<file path="src/msrc_consts.vh">
// constants for the macro service ring counter engine
`ifndef MSRC_CONSTS_VH
`define MSRC_CONSTS_VH
// mode word bit positions; 3CH must read as combined, add, ring, irq
`define MSRC_MODE_INT_BIT 3
`define MSRC_MODE_RING_BIT 4
`define MSRC_MODE_ADD_BIT 2
`define MSRC_MODE_TW_BIT 0
`define MSRC_MODE_DINC_BIT 1
`define MSRC_MODE_TUPD_BIT 6
`define MSRC_MODE_CTYPE_BIT 5
// documented combined-transfer mode words
`define MSRC_MODE_INC_2B 8'h7F
`define MSRC_MODE_HOLD_1B 8'h3C
// channel area bases
`define MSRC_CHAN_BASE 20'h0_FE00
`define MSRC_RELOC_OFS 20'hF_0000
// hold-off after deferring instructions
`define MSRC_HOLD_CYC 4'h8
// instruction class codes on the decode port
`define MSRC_IC_OTHER 5'h00
`define MSRC_IC_EI_DI 5'h01
`define MSRC_IC_BRK 5'h02
`define MSRC_IC_RET_INT 5'h03
`define MSRC_IC_LOCATION 5'h04
`define MSRC_IC_PSW_POP 5'h05
`define MSRC_IC_PSW_MOV 5'h06
`define MSRC_IC_SP_IMM 5'h07
`define MSRC_IC_ICR_WR 5'h08
`define MSRC_IC_ICR_BT 5'h09
`define MSRC_IC_PSW_BIT 5'h0A
`define MSRC_IC_PSW_BT 5'h0B
`define MSRC_IC_CY_BIT 5'h0C
`define MSRC_IC_SOFT_INT 5'h0D
`define MSRC_IC_BLOCK 5'h0E
`define MSRC_IC_SAD 5'h0F
`endif

</file>
<file path="src/msrc_buf2.v">
// two-entry valid/ready buffer on the output data path
`timescale 1ns/10ps
`default_nettype none
module msrc_buf2 #(
   parameter W = 16
) (
   // clock and reset
   input wire mclk,
   input wire rst_n,
   // fill side
   input wire in_valid,
   output wire in_ready,
   input wire [W-1:0] in_data,
   // drain side
   output wire out_valid,
   input wire out_ready,
   output wire [W-1:0] out_data
);
   reg [W-1:0] mem_q [0:1];
   reg wp_q;
   reg rp_q;
   reg [1:0] cnt_q;
   wire push = in_valid && in_ready;
   wire pop = out_valid && out_ready;
   assign in_ready = (cnt_q != 2'd2);
   assign out_valid = (cnt_q != 2'd0);
   assign out_data = mem_q[rp_q];
   // pointers and fill level; a full buffer stalls the source
   always @(posedge mclk or negedge rst_n) begin
      if (!rst_n) begin
         wp_q <= 1'b0;
         rp_q <= 1'b0;
         cnt_q <= 2'd0;
         mem_q[0] <= {W{1'b0}};
         mem_q[1] <= {W{1'b0}};
      end else begin
         if (push) begin
            mem_q[wp_q] <= in_data;
            wp_q <= ~wp_q;
         end
         if (pop)
            rp_q <= ~rp_q;
         if (push && !pop)
            cnt_q <= cnt_q + 2'd1;
         else if (pop && !push)
            cnt_q <= cnt_q - 2'd1;
      end
   end
endmodule // msrc_buf2
`default_nettype wire

</file>
<file path="src/msrc_engine.v">
// macro service engine: combined transfer, ring control, counter mode
// Overview of operation
// - auto add: compare plus delta written back
// - no auto add: fetched value copied
// - ring table repeats one cycle in order
// - ring counter zero: rewind pointer, reload counter
// - count decremented on every transfer
// - interrupt at count zero despite ring
// - at zero clear mode bit, vector or flag
// - mode 7FH: increment both, two-byte, add, ring
// - mode 3CH: timer held, data down, one-byte
// - counter mode only decrements the count
// - counter channel is one 16-bit count word
// - relocation adds 0F0000H to channel address
// - deferring instruction holds off service 8 clocks
// - software interrupts never held off
// - deferring set of instruction classes
// - status word bit ops defer, with exceptions
// - block instructions suspend then resume
`timescale 1ns/10ps
`default_nettype none
`include "msrc_consts.vh"
module msrc_engine #(
   parameter AW = 20,
   parameter DW = 16
) (
   // clock and reset
   input wire mclk,
   input wire rst_n,
   // channel setup, loaded by start_load
   input wire start_load,
   input wire [7:0] mode_word,
   input wire [7:0] channel_pointer,
   input wire [AW-1:0] timer_data_pointer_init,
   input wire [AW-1:0] pattern_data_pointer_init,
   input wire [15:0] transfer_count_init,
   input wire [7:0] ring_length_reg,
   input wire [7:0] ring_step_init,
   input wire [7:0] timer_target_pointer,
   input wire [7:0] pattern_target_pointer,
   input wire relocate_high,
   // service request from an interrupt source
   input wire service_req,
   output wire service_busy,
   // memory read port, data valid one cycle after strobe
   output reg mem_rd,
   output reg [AW-1:0] mem_addr,
   input wire [DW-1:0] mem_rdata,
   // compare register
   input wire [DW-1:0] timer_compare_value,
   output reg cmp_wr,
   output reg [DW-1:0] cmp_wdata,
   output reg [7:0] cmp_target,
   // pattern stream toward the realtime output buffer
   output wire pat_valid,
   input wire pat_ready,
   output wire [7:0] pat_data,
   output reg [7:0] pat_target,
   // completion
   output reg transfer_service_mode_bit,
   output reg vectored_irq,
   output reg request_flag_clr,
   output reg [AW-1:0] channel_addr,
   // cpu instruction stream
   input wire instr_done,
   input wire [4:0] instr_class,
   input wire soft_int_req,
   input wire irq_pending,
   output wire irq_ack_ok,
   output wire soft_int_ok,
   output wire block_suspend,
   output reg block_resume,
   // channel state visible to software
   output wire [15:0] transfer_count,
   output wire [7:0] ring_step_counter,
   output wire [AW-1:0] timer_data_ptr_now,
   output wire [AW-1:0] pattern_data_ptr_now
);
   localparam S_IDLE = 3'd0;
   localparam S_TRD = 3'd1;
   localparam S_TWR = 3'd2;
   localparam S_DRD = 3'd3;
   localparam S_DWR = 3'd4;
   localparam S_CNT = 3'd5;
   localparam [3:0] HOLD_N = `MSRC_HOLD_CYC;

   reg [2:0] st_q;
   reg [7:0] mode_q;
   reg [AW-1:0] tptr_q;
   reg [AW-1:0] dptr_q;
   reg [15:0] cnt_q;
   reg [7:0] ring_q;
   reg [7:0] rlen_q;
   reg [3:0] hold_q;
   reg blk_q;
   reg buf_vld;
   reg [7:0] buf_dat;
   wire buf_rdy;
   wire [15:0] pat_word;

   // mode word fields; 7FH and 3CH decode through these bits
   wire m_int = mode_q[`MSRC_MODE_INT_BIT];
   wire m_ring = mode_q[`MSRC_MODE_RING_BIT];
   wire m_add = mode_q[`MSRC_MODE_ADD_BIT];
   wire m_tw = mode_q[`MSRC_MODE_TW_BIT];
   wire m_dinc = mode_q[`MSRC_MODE_DINC_BIT];
   wire m_tupd = mode_q[`MSRC_MODE_TUPD_BIT];
   wire m_ctype = mode_q[`MSRC_MODE_CTYPE_BIT];

   // step a pointer up or down by a size of one or two bytes
   function [AW-1:0] step_ptr;
      input [AW-1:0] p;
      input up;
      input two;
      reg [AW-1:0] s;
      begin
         s = two ? {{(AW-2){1'b0}}, 2'd2} : {{(AW-1){1'b0}}, 1'b1};
         step_ptr = up ? p + s : p - s;
      end
   endfunction

   // deferring instruction classes
   function defers;
      input [4:0] c;
      begin
         case (c)
            `MSRC_IC_EI_DI, `MSRC_IC_BRK, `MSRC_IC_RET_INT,
            `MSRC_IC_LOCATION, `MSRC_IC_PSW_POP, `MSRC_IC_PSW_MOV,
            `MSRC_IC_SP_IMM, `MSRC_IC_ICR_WR,
            `MSRC_IC_PSW_BIT: defers = 1'b1;
            default: defers = 1'b0; // bit tests and carry ops pass
         endcase
      end
   endfunction

   wire holding = (hold_q != 4'd0);
   assign irq_ack_ok = !holding && (st_q == S_IDLE);
   assign soft_int_ok = soft_int_req;
   assign service_busy = (st_q != S_IDLE) || holding;
   assign block_suspend = blk_q && (irq_pending || service_req)
      && irq_ack_ok;
   assign transfer_count = cnt_q;
   assign ring_step_counter = ring_q;
   assign timer_data_ptr_now = tptr_q;
   assign pattern_data_ptr_now = dptr_q;

   // hold-off counter restarts on each deferring instruction
   always @(posedge mclk or negedge rst_n) begin
      if (!rst_n)
         hold_q <= 4'd0;
      else if (instr_done && defers(instr_class))
         hold_q <= HOLD_N;
      else if (holding)
         hold_q <= hold_q - 4'd1;
   end

   // block instruction in flight; resume once service is over
   always @(posedge mclk or negedge rst_n) begin
      if (!rst_n) begin
         blk_q <= 1'b0;
         block_resume <= 1'b0;
      end else begin
         block_resume <= 1'b0;
         if (instr_done && (instr_class == `MSRC_IC_BLOCK ||
               instr_class == `MSRC_IC_SAD))
            blk_q <= 1'b1;
         else if (instr_done)
            blk_q <= 1'b0;
         if (blk_q && st_q == S_CNT)
            block_resume <= 1'b1;
      end
   end

   // channel address, high relocation adds the fixed offset
   always @(posedge mclk or negedge rst_n) begin
      if (!rst_n)
         channel_addr <= {AW{1'b0}};
      else if (start_load)
         channel_addr <= `MSRC_CHAN_BASE + {12'h000, channel_pointer} +
            (relocate_high ? `MSRC_RELOC_OFS : 20'h0_0000);
   end

   // service sequencer
   always @(posedge mclk or negedge rst_n) begin
      if (!rst_n) begin
         st_q <= S_IDLE;
         mode_q <= 8'h00;
         tptr_q <= {AW{1'b0}};
         dptr_q <= {AW{1'b0}};
         cnt_q <= 16'h0000;
         ring_q <= 8'h00;
         rlen_q <= 8'h00;
         mem_rd <= 1'b0;
         mem_addr <= {AW{1'b0}};
         cmp_wr <= 1'b0;
         cmp_wdata <= {DW{1'b0}};
         cmp_target <= 8'h00;
         pat_target <= 8'h00;
         buf_vld <= 1'b0;
         buf_dat <= 8'h00;
         transfer_service_mode_bit <= 1'b0;
         vectored_irq <= 1'b0;
         request_flag_clr <= 1'b0;
      end else begin
         mem_rd <= 1'b0;
         cmp_wr <= 1'b0;
         vectored_irq <= 1'b0;
         request_flag_clr <= 1'b0;
         if (buf_vld && buf_rdy)
            buf_vld <= 1'b0;
         case (st_q)
            S_IDLE: begin
               if (start_load) begin
                  mode_q <= mode_word;
                  tptr_q <= timer_data_pointer_init;
                  dptr_q <= pattern_data_pointer_init;
                  cnt_q <= transfer_count_init;
                  rlen_q <= ring_length_reg;
                  ring_q <= ring_step_init;
                  cmp_target <= timer_target_pointer;
                  pat_target <= pattern_target_pointer;
                  transfer_service_mode_bit <= 1'b1;
               end else if (service_req && transfer_service_mode_bit &&
                     !holding) begin
                  if (!m_ctype) begin
                     st_q <= S_CNT; // no data moved
                  end else begin
                     mem_rd <= 1'b1;
                     mem_addr <= tptr_q;
                     st_q <= S_TRD;
                  end
               end
            end
            S_TRD: st_q <= S_TWR;
            S_TWR: begin
               // delta added or copied into the compare register
               cmp_wr <= 1'b1;
               if (m_add)
                  cmp_wdata <= timer_compare_value +
                     (m_tw ? mem_rdata : {8'h00, mem_rdata[7:0]});
               else
                  cmp_wdata <= m_tw ? mem_rdata :
                     {8'h00, mem_rdata[7:0]};
               if (m_tupd)
                  tptr_q <= step_ptr(tptr_q, m_dinc, m_tw);
               mem_rd <= 1'b1;
               mem_addr <= dptr_q;
               st_q <= S_DRD;
            end
            S_DRD: st_q <= S_DWR;
            S_DWR: begin
               // wait for buffer space so no pattern is lost
               if (!buf_vld || buf_rdy) begin
                  buf_vld <= 1'b1;
                  buf_dat <= mem_rdata[7:0];
                  if (m_ring && ring_q <= 8'd1) begin
                     // wrap to the first pattern
                     dptr_q <= m_dinc ? dptr_q - {12'h000, rlen_q} +
                        {{(AW-1){1'b0}}, 1'b1} :
                        dptr_q + {12'h000, rlen_q} -
                        {{(AW-1){1'b0}}, 1'b1};
                     ring_q <= rlen_q;
                  end else begin
                     dptr_q <= step_ptr(dptr_q, m_dinc, 1'b0);
                     if (m_ring)
                        ring_q <= ring_q - 8'd1;
                  end
                  st_q <= S_CNT;
               end
            end
            S_CNT: begin
               cnt_q <= cnt_q - 16'h0001;
               if (cnt_q == 16'h0001) begin
                  transfer_service_mode_bit <= 1'b0;
                  if (m_int || !m_ctype)
                     vectored_irq <= 1'b1;
                  else
                     request_flag_clr <= 1'b1;
               end
               st_q <= S_IDLE;
            end
            default: st_q <= S_IDLE;
         endcase
      end
   end

   // pattern path through a two-entry buffer
   msrc_buf2 #(
      .W(16)
   ) u_buf (
      .mclk(mclk),
      .rst_n(rst_n),
      .in_valid(buf_vld),
      .in_ready(buf_rdy),
      .in_data({8'h00, buf_dat}),
      .out_valid(pat_valid),
      .out_ready(pat_ready),
      .out_data(pat_word)
   );
   assign pat_data = pat_word[7:0];
endmodule // msrc_engine
`default_nettype wire

</file>
<file path="config.mk">
export PLATFORM = sky130hd
export DESIGN_NAME = msrc_engine
export DESIGN_NICKNAME = d
export VERILOG_FILES = /design/src/msrc_buf2.v /design/src/msrc_engine.v
export VERILOG_INCLUDE_DIRS = /design/src
export SDC_FILE = /design/constraint.sdc
export NUM_CORES = 1
export LEC_CHECK = 0
export ABC_CLOCK_PERIOD_IN_PS = 3910
export BUFFER_PORTS_ARGS = -buffer_cell sky130_fd_sc_hd__buf_2
export CAP_MARGIN = 10
export CORE_ASPECT_RATIO = 1.75
export CORE_UTILIZATION = 32
export CTS_CLUSTER_DIAMETER = 80
export DETAILED_ROUTE_END_ITERATION = 12
export GPL_ROUTABILITY_DRIVEN = 0
export MAX_ROUTING_LAYER = met4
export PLACE_DENSITY = 0.64
export SLEW_MARGIN = 20
export SYNTH_ARGS = -nofsm -noshare
export SYNTH_HDL_FRONTEND = slang
export SYNTH_SLANG_ARGS = --single-unit
</file>
<file path="constraint.sdc">
create_clock -name mclk -period 3.91 [get_ports mclk]
set_input_delay 0.5865 -clock mclk [delete_from_list [all_inputs] [get_ports mclk]]
set_output_delay 0.5865 -clock mclk [all_outputs]
set_load 0.05 [all_outputs]
</file>
# Word level (Yosys, flattened, before mapping)
# Memories as Yosys holds them, arrays and structs flattened.
# Index checks and enable logic that the tools add are counted.
word_totals:
  regBits: 210
  mem_bits_ro: 16
  input_bits: 150
  elab_cells: 173
  memories: 1
memory_table:
  columns: ["name", "depth", "width", "read_ports", "rd_clocked_by_memory_dff", "wr", "line_no", "rtl"]
  rows:
  - ["(no name shown)", 16, 1, 1, 0, 0, "msrc_engine.v:126", "case (c)"]
op_classes:
  n_addsub: 16
  magnitude_cmp: 4
  n_eq_ne: 17
  muxes: 61
  bitwise: 4
  reduce_logical: 43
ops:
  columns: ["op", "n"]
  rows:
  - ["20-bit two-way mux", 12]
  - ["20-bit one-hot mux with 2 select lines", 3]
  - ["16-bit two-way mux", 4]
  - ["8-bit two-way mux", 7]
  - ["20-bit by 1-bit adder with 20-bit output, second input constant", 2]
  - ["20-bit by 1-bit subtractor with 20-bit output, second input constant", 2]
  - ["32-bit bitwise mux", 1]
  - ["16-bit one-hot mux with 2 select lines", 1]
  - ["17-bit by 20-bit adder with 20-bit output", 1]
  - ["20-bit by 2-bit adder with 20-bit output", 1]
  - ["20-bit by 8-bit adder with 20-bit output", 1]
  - ["20-bit by 2-bit subtractor with 20-bit output", 1]
  - ["20-bit by 8-bit subtractor with 20-bit output", 1]
  - ["1-bit two-way mux", 19]
  - ["16-bit by 8-bit adder with 17-bit output, first input constant", 1]
  - ["16-bit adder", 1]
  - ["16-bit demux with 1-bit select", 1]
  - ["16-bit by 1-bit equality test with 1-bit output, second input constant", 1]
  - ["8-bit one-hot mux with 2 select lines", 1]
  - ["16-bit by 1-bit subtractor with 16-bit output, second input constant", 1]
  - ["3-bit one-hot mux with 5 select lines", 1]
  - ["1-bit logical AND", 14]
  - ["2-bit nonzero test", 7]
  - ["3-bit two-way mux", 4]
  - ["other kinds (27)", 57]

# Longest topological paths before layout
logic_depth:
  ltp_word: 6
  mapped_depth: 15
  mapped_depth_nobuf: 15

# Cells and area by module
# From an unflattened synthesis, not the netlist that was laid out.
unflattened:
  hier_cells: 1498
  area_unflattened_um2: 13296.5
by_module_without_submodules:
  columns: ["module", "n_inst", "cells_per_inst", "area_each_um2", "seq_area_each_um2"]
  rows:
  - ["msrc_engine", 1, 1395, 11601.1, 4103.9]
  - ["msrc_buf2", 1, 103, 1695.4, 900.9]

# Worst setup path after synthesis
# Ideal clock, no wire load.
synth_timing:
  path_kind: "register to register"
  start: "register mode_q[1]"
  end: "register dptr_q[18], in the netlist pattern_data_ptr_now[18]"
  setup_ns: 0.086
  arrival_time_ns: 3.870
  required_ns: 3.824
  setup_slack_ns: -0.046
  path_stages_with_launch: 13
  n_path_buf: 1
  cell_sequence: "dfrtp_1 -> clkbuf_1 -> clkinv_1 -> fa_1 -> a21o_1 -> a21oi_1 -> o211ai_1 -> a21oi_1 -> o21ai_0 -> a211oi_1 -> xor2_1 -> a221o_1 -> nor3_1"
synth_between:
  elab_chain_cells: 4
  elab_cells_between_ends: 5
synth_lines:
  columns: ["item", "line_no", "rtl"]
  rows:
  - ["from (decl)", "msrc_engine.v:88", "reg [7:0] mode_q;"]
  - ["from (signal assigned)", "msrc_engine.v:214", "mode_q <= mode_word;"]
  - ["20-bit two-way mux, on equally long branches", "msrc_engine.v:118, msrc_engine.v:258", null]
  - ["20-bit two-way mux (*)", "msrc_engine.v:256", "if (m_ring && ring_q <= 8'd1) begin"]
  - ["20-bit two-way mux (*)", "msrc_engine.v:253", "if (!buf_vld || buf_rdy) begin"]
  - ["20-bit one-hot mux with 2 select lines (*)", "msrc_engine.v:211", "case (st_q)"]
  - ["to (signal assigned)", "msrc_engine.v:216", "dptr_q <= pattern_data_pointer_init;"]
  - ["to (signal assigned)", "msrc_engine.v:258", "dptr_q <= m_dinc ? dptr_q - {12'h000, rlen_q} +"]
  - ["to (signal assigned)", "msrc_engine.v:264", "dptr_q <= step_ptr(dptr_q, m_dinc, 1'b0);"]
  - ["to (decl)", "msrc_engine.v:90", "reg [AW-1:0] dptr_q;"]
# Every way passes the cells marked *; elsewhere a longest branch is shown, timed or not. The select of a mux whose other input is x is not followed.
# A chain may end at the register's enable or synchronous reset.

# Final worst setup path
layout_timing:
  start: "register dptr_q[0], in the netlist pattern_data_ptr_now[0]"
  end: "register dptr_q[17], in the netlist pattern_data_ptr_now[17]"
layout_between:
  elab_chain_cells: 6
  elab_cells_between_ends: 11
layout_lines:
  columns: ["item", "line_no", "rtl"]
  rows:
  - ["from (signal assigned)", "msrc_engine.v:189", "dptr_q <= {AW{1'b0}};"]
  - ["from (signal assigned)", "msrc_engine.v:216", null]
  - ["from (signal assigned)", "msrc_engine.v:258", null]
  - ["20-bit by 8-bit adder with 20-bit output or 20-bit by 8-bit subtractor with 20-bit output (tied branches)", "msrc_engine.v:260, msrc_engine.v:258", null]
  - ["20-bit by 1-bit subtractor with 20-bit output or 20-bit by 1-bit adder with 20-bit output (tied branches)", "msrc_engine.v:260, msrc_engine.v:258", null]
  - ["20-bit two-way mux", "msrc_engine.v:258", null]
  - ["20-bit two-way mux (*)", "msrc_engine.v:256", null]
  - ["20-bit two-way mux (*)", "msrc_engine.v:253", null]
  - ["20-bit one-hot mux with 2 select lines (*)", "msrc_engine.v:211", null]
# Marked as above.

==> results.py <==
metrics = {
    "synth": {
        "ys_async_sr_fraction_pct": 100.0,
        "synth_fa_ha_area_share_pct": 10.36,
        "synth_nets": 1695,
        "syn-instance-count": 1445,
        "yosys-mux-area-fraction_pct": 5.308,
        "synth_area_um2": 12540,
        "yosys_most_used_dff": "dfrtp_1",
        "synth_compound_area_share_pct": 19.15,
        "synth-edff-count": 0,
        "synthSimpleGateAreaFrac_pct": 18.48,
        "synth_top_family_by_area": "compound AO/OA/AOI/OAI gates",
        "yosys_warnings": 0,
        "yosys_register_bits": 184,
        "avgSynthCellArea_um2": 8.678,
        "ys_seq_area_share_pct": 36.72,
        "synth_cell_types": 71,
        "synthXorXnorAreaFrac_pct": 5.378,
    },
    "critical_path": {
        "cp-end-kind": "flip-flop",
        "path_delay_family": "compound AO/OA/AOI/OAI gates",
        "crit_cells": 15,
        "crit_path_frequent_cell": "inv_1",
        "r2r_setup_slack_ns": 0.34,
        "critPathRequiredTime_ns": 4.28,
        "reg2reg_to": "pattern_data_ptr_now[17]$_DFFE_PN0P_",
        "slowest_delay_ns": 0.63,
        "crit_chain": "inv_1 > ha_1 > inv_1 > ha_1 > inv_1 > fa_1 > nor2b_1 > o31ai_1 > o21ai_0 > a31o_2 > nand3_1 > a21oi_1 > o221ai_1 > nor4b_1 > nor3_1",
        "arrival_ns": 3.94,
        "slowest_stage": "dfrtp_1",
        "critPathMaxFanout": 10,
        "critPathLaunchType": "flip-flop",
        "path_class": "flip-flop to flip-flop",
        "worst-path-buf-inv": 3,
        "ff2ff_path_depth": 15,
        "r2r_start": "pattern_data_ptr_now[0]$_DFFE_PN0P_",
    },
    "placed_design": {
        "io_buffer_count": 300,
        "dp_hpwl_um": 30900,
    },
    "cells_and_area": {
        "multiInputGateArea_um2": 7386,
        "drive_above_1_share_pct": 24.24,
        "final_cell_mix": "buf_2, nand2_1, dfrtp_1, nor2_1, o21ai_0",
        "fill_cells": 3959,
        "seq_area_um2": 4604,
        "syn_to_final_growth_pct": 21.04,
        "nNetsFinal": 1970,
        "final_common_cell": "buf_2",
    },
    "clock_tree": {
        "holdBufCountCts": 0,
        "cts_buffers": 17,
        "root_buffer": "clkbuf_16",
        "cts_buffer_depth": 2,
        "post_cts_resized": 0,
        "post_cts_buffers": 0,
        "cts_tree": "built",
        "clkSinkCount": 184,
        "h-tree-depth": 4,
        "clk_latency_ns": 0.46,
        "clkTransAtPathRegs_ns": 0.08,
    },
    "sta": {
        "hold_viol": 0,
        "setup_viol": 0,
        "clock.fmax_mhz": 280.0,
        "period_share_pct": 91.34,
        "tightest_slew_ns": 0.9639,
        "slew_viol_final": 0,
        "slew_headroom_pct": 35.74,
        "hold_slack_ns": 0.1912,
        "skew_ns": 0.01156,
        "period_needed_ns": 3.572,
        "tns_ns": 0,
        "rsz0062_at_grt": "no",
    },
    "global_route": {
        "grt_pass1_vias": 11679,
        "grt_first_pass_wirelength_um": 62120,
        "grt_overflow": 0,
        "grt_max_degree": 91,
        "antenna_found_initial": 5,
        "grtUsageTotal_pct": 20.83,
    },
    "routing": {
        "vias": 11624,
        "ant_nets": 0,
        "drc": 0,
        "firstDrtPassIters": 5,
        "drt-total-wl_um": 40200,
        "drt-initial-drc-count": 570,
        "routed_via_density": 5.231,
        "wire_per_inst_um": 18.09,
    },
    "die": {
        "die_x_um": 151.6,
        "core_um2": 38510,
        "ios": 305,
        "dieArea_um2": 40010,
        "row_count": 95,
        "start_util_pct": 32.56,
        "dieHeight_um": 263.9,
    },
    "run": {
        "drv_cap": 0,
    },
    "status": {
        "outcome": "complete, no violations",
    },
    "worst_hold_path": {
        "hold_class": "input port to async pin",
    },
}
[cells in the mapped netlist (8+ instances only)]
cell type  instances  share of area (%)
nand2_1          231                6.9
dfrtp_1          184                 37
nor2_1           108                3.2
o21ai_0           99                4.0
ha_1              95                9.5
a21oi_1           89                3.6
inv_1             73                2.2
xnor2_1           54                3.8
clkbuf_1          47                1.4
mux2_2            36                3.2
a31oi_1           30                1.5
nand3_1           28                1.1
nor3_1            27                1.1
a211oi_1          26                1.6
mux2i_1           26                2.1
a21o_1            25                1.5
xor2_1            23                1.6
o211ai_1          16               0.96
and2_1            14               0.70
and3_1            14               0.70
nand2b_1          13               0.65
nor2b_1           12               0.60
buf_4             11               0.66
o21a_1            11               0.66
o21bai_1          11               0.66
or3_1             10               0.50
o22ai_1            9               0.45
a31o_2             8               0.56
nand3b_1           8               0.48
o31ai_1            8               0.48
[sequential cells by signal (all words and copies together), names as in the netlist, 2 cells and up]
| signal | flops |
|---|---|
| cmp_wdata | 16 |
| pat_target | 8 |
| cmp_target | 8 |
| channel_addr | 10 |
| pattern_data_ptr_now | 20 |
| u_buf.mem_q | 16 |
| mem_addr | 20 |
| st_q | 3 |
| mode_q | 7 |
| rlen_q | 8 |
| transfer_count | 16 |
| ring_step_counter | 8 |
| hold_q | 4 |
| buf_dat | 8 |
| timer_data_ptr_now | 20 |
| u_buf.cnt_q | 2 |
[routing by layer]
metal | vias to the layer above | GRT usage, % | routed length [µm]
met5 | - | - | 0
met4 | 0 | 10.22 | 1651
met3 | 81 | 2.971 | 1732
met2 | 327 | 36.70 | 21170
met1 | 5564 | 22.35 | 15650
li1 | 5652 | - | -
[worst reg2reg max path, cell delays in order, from the launching register on]
cell      delay (ns)
dfrtp_1         0.63
inv_1           0.09
ha_1            0.21
inv_1           0.06
ha_1            0.16
inv_1           0.05
fa_1            0.41
nor2b_1         0.14
o31ai_1         0.11
o21ai_0         0.51
a31o_2          0.26
nand3_1         0.14
a21oi_1         0.20
o221ai_1        0.19
nor4b_1         0.19
nor3_1          0.13
[final cells by class]
cell class,instances,share of cell area [%]
Timing Repair Buffer,321,11.07
Sequential cell,184,30.34
Tap cell,485,3.998
Clock buffer,17,2.803
Inverter,75,1.863
Antenna cell,4,0.06595
Multi-Input combinational cell,1121,48.66
Clock inverter,15,1.204
[cell families after synthesis]
kind of cell | Yosys count
adders and majority gates | 101
other | 1
buffers and inverters | 140
and+or+nand+nor | 505
muxes | 62
DFF | 184
AOI/OAI and AO/OA | 375
xor gates and xnor gates | 77
[per-stage QoR]
stage	utilization (%)	setup WS (ns)	cells	area, µm²
6_report	39.41	0.3385	2222	15180
5_1_grt	39.41	0.1334	2222	15180
4_1_cts	39.39	0.3740	2218	15170
3_5_place_dp	37.81	0.3965	2186	14560
3_3_place_gp	37.81	0.4768	2186	14560
2_1_floorplan	-	0.4707	1445	12540
[how the worst max path moves through the flow]
stage / startpoint / end / slack, ns
final: pattern_data_ptr_now[0]$_DFFE_PN0P_ / pattern_data_ptr_now[17]$_DFFE_PN0P_ / 0.34
after global routing: pattern_data_ptr_now[1]$_DFFE_PN0P_ / pattern_data_ptr_now[19]$_DFFE_PN0P_ / 0.13
after CTS: pattern_data_ptr_now[1]$_DFFE_PN0P_ / pattern_data_ptr_now[19]$_DFFE_PN0P_ / 0.37
after detailed placement: pattern_data_ptr_now[1]$_DFFE_PN0P_ / pattern_data_ptr_now[19]$_DFFE_PN0P_ / 0.40
after global placement: pattern_data_ptr_now[1]$_DFFE_PN0P_ / pattern_data_ptr_now[19]$_DFFE_PN0P_ / 0.48
after floorplan: mode_q[1]$_DFFE_PN0P_ / pattern_data_ptr_now[18]$_DFFE_PN0P_ / 0.47
Power is left out: the tool's default activity adds up to more than one toggle a clock period on the data nets, which glitch-free logic cannot reach.
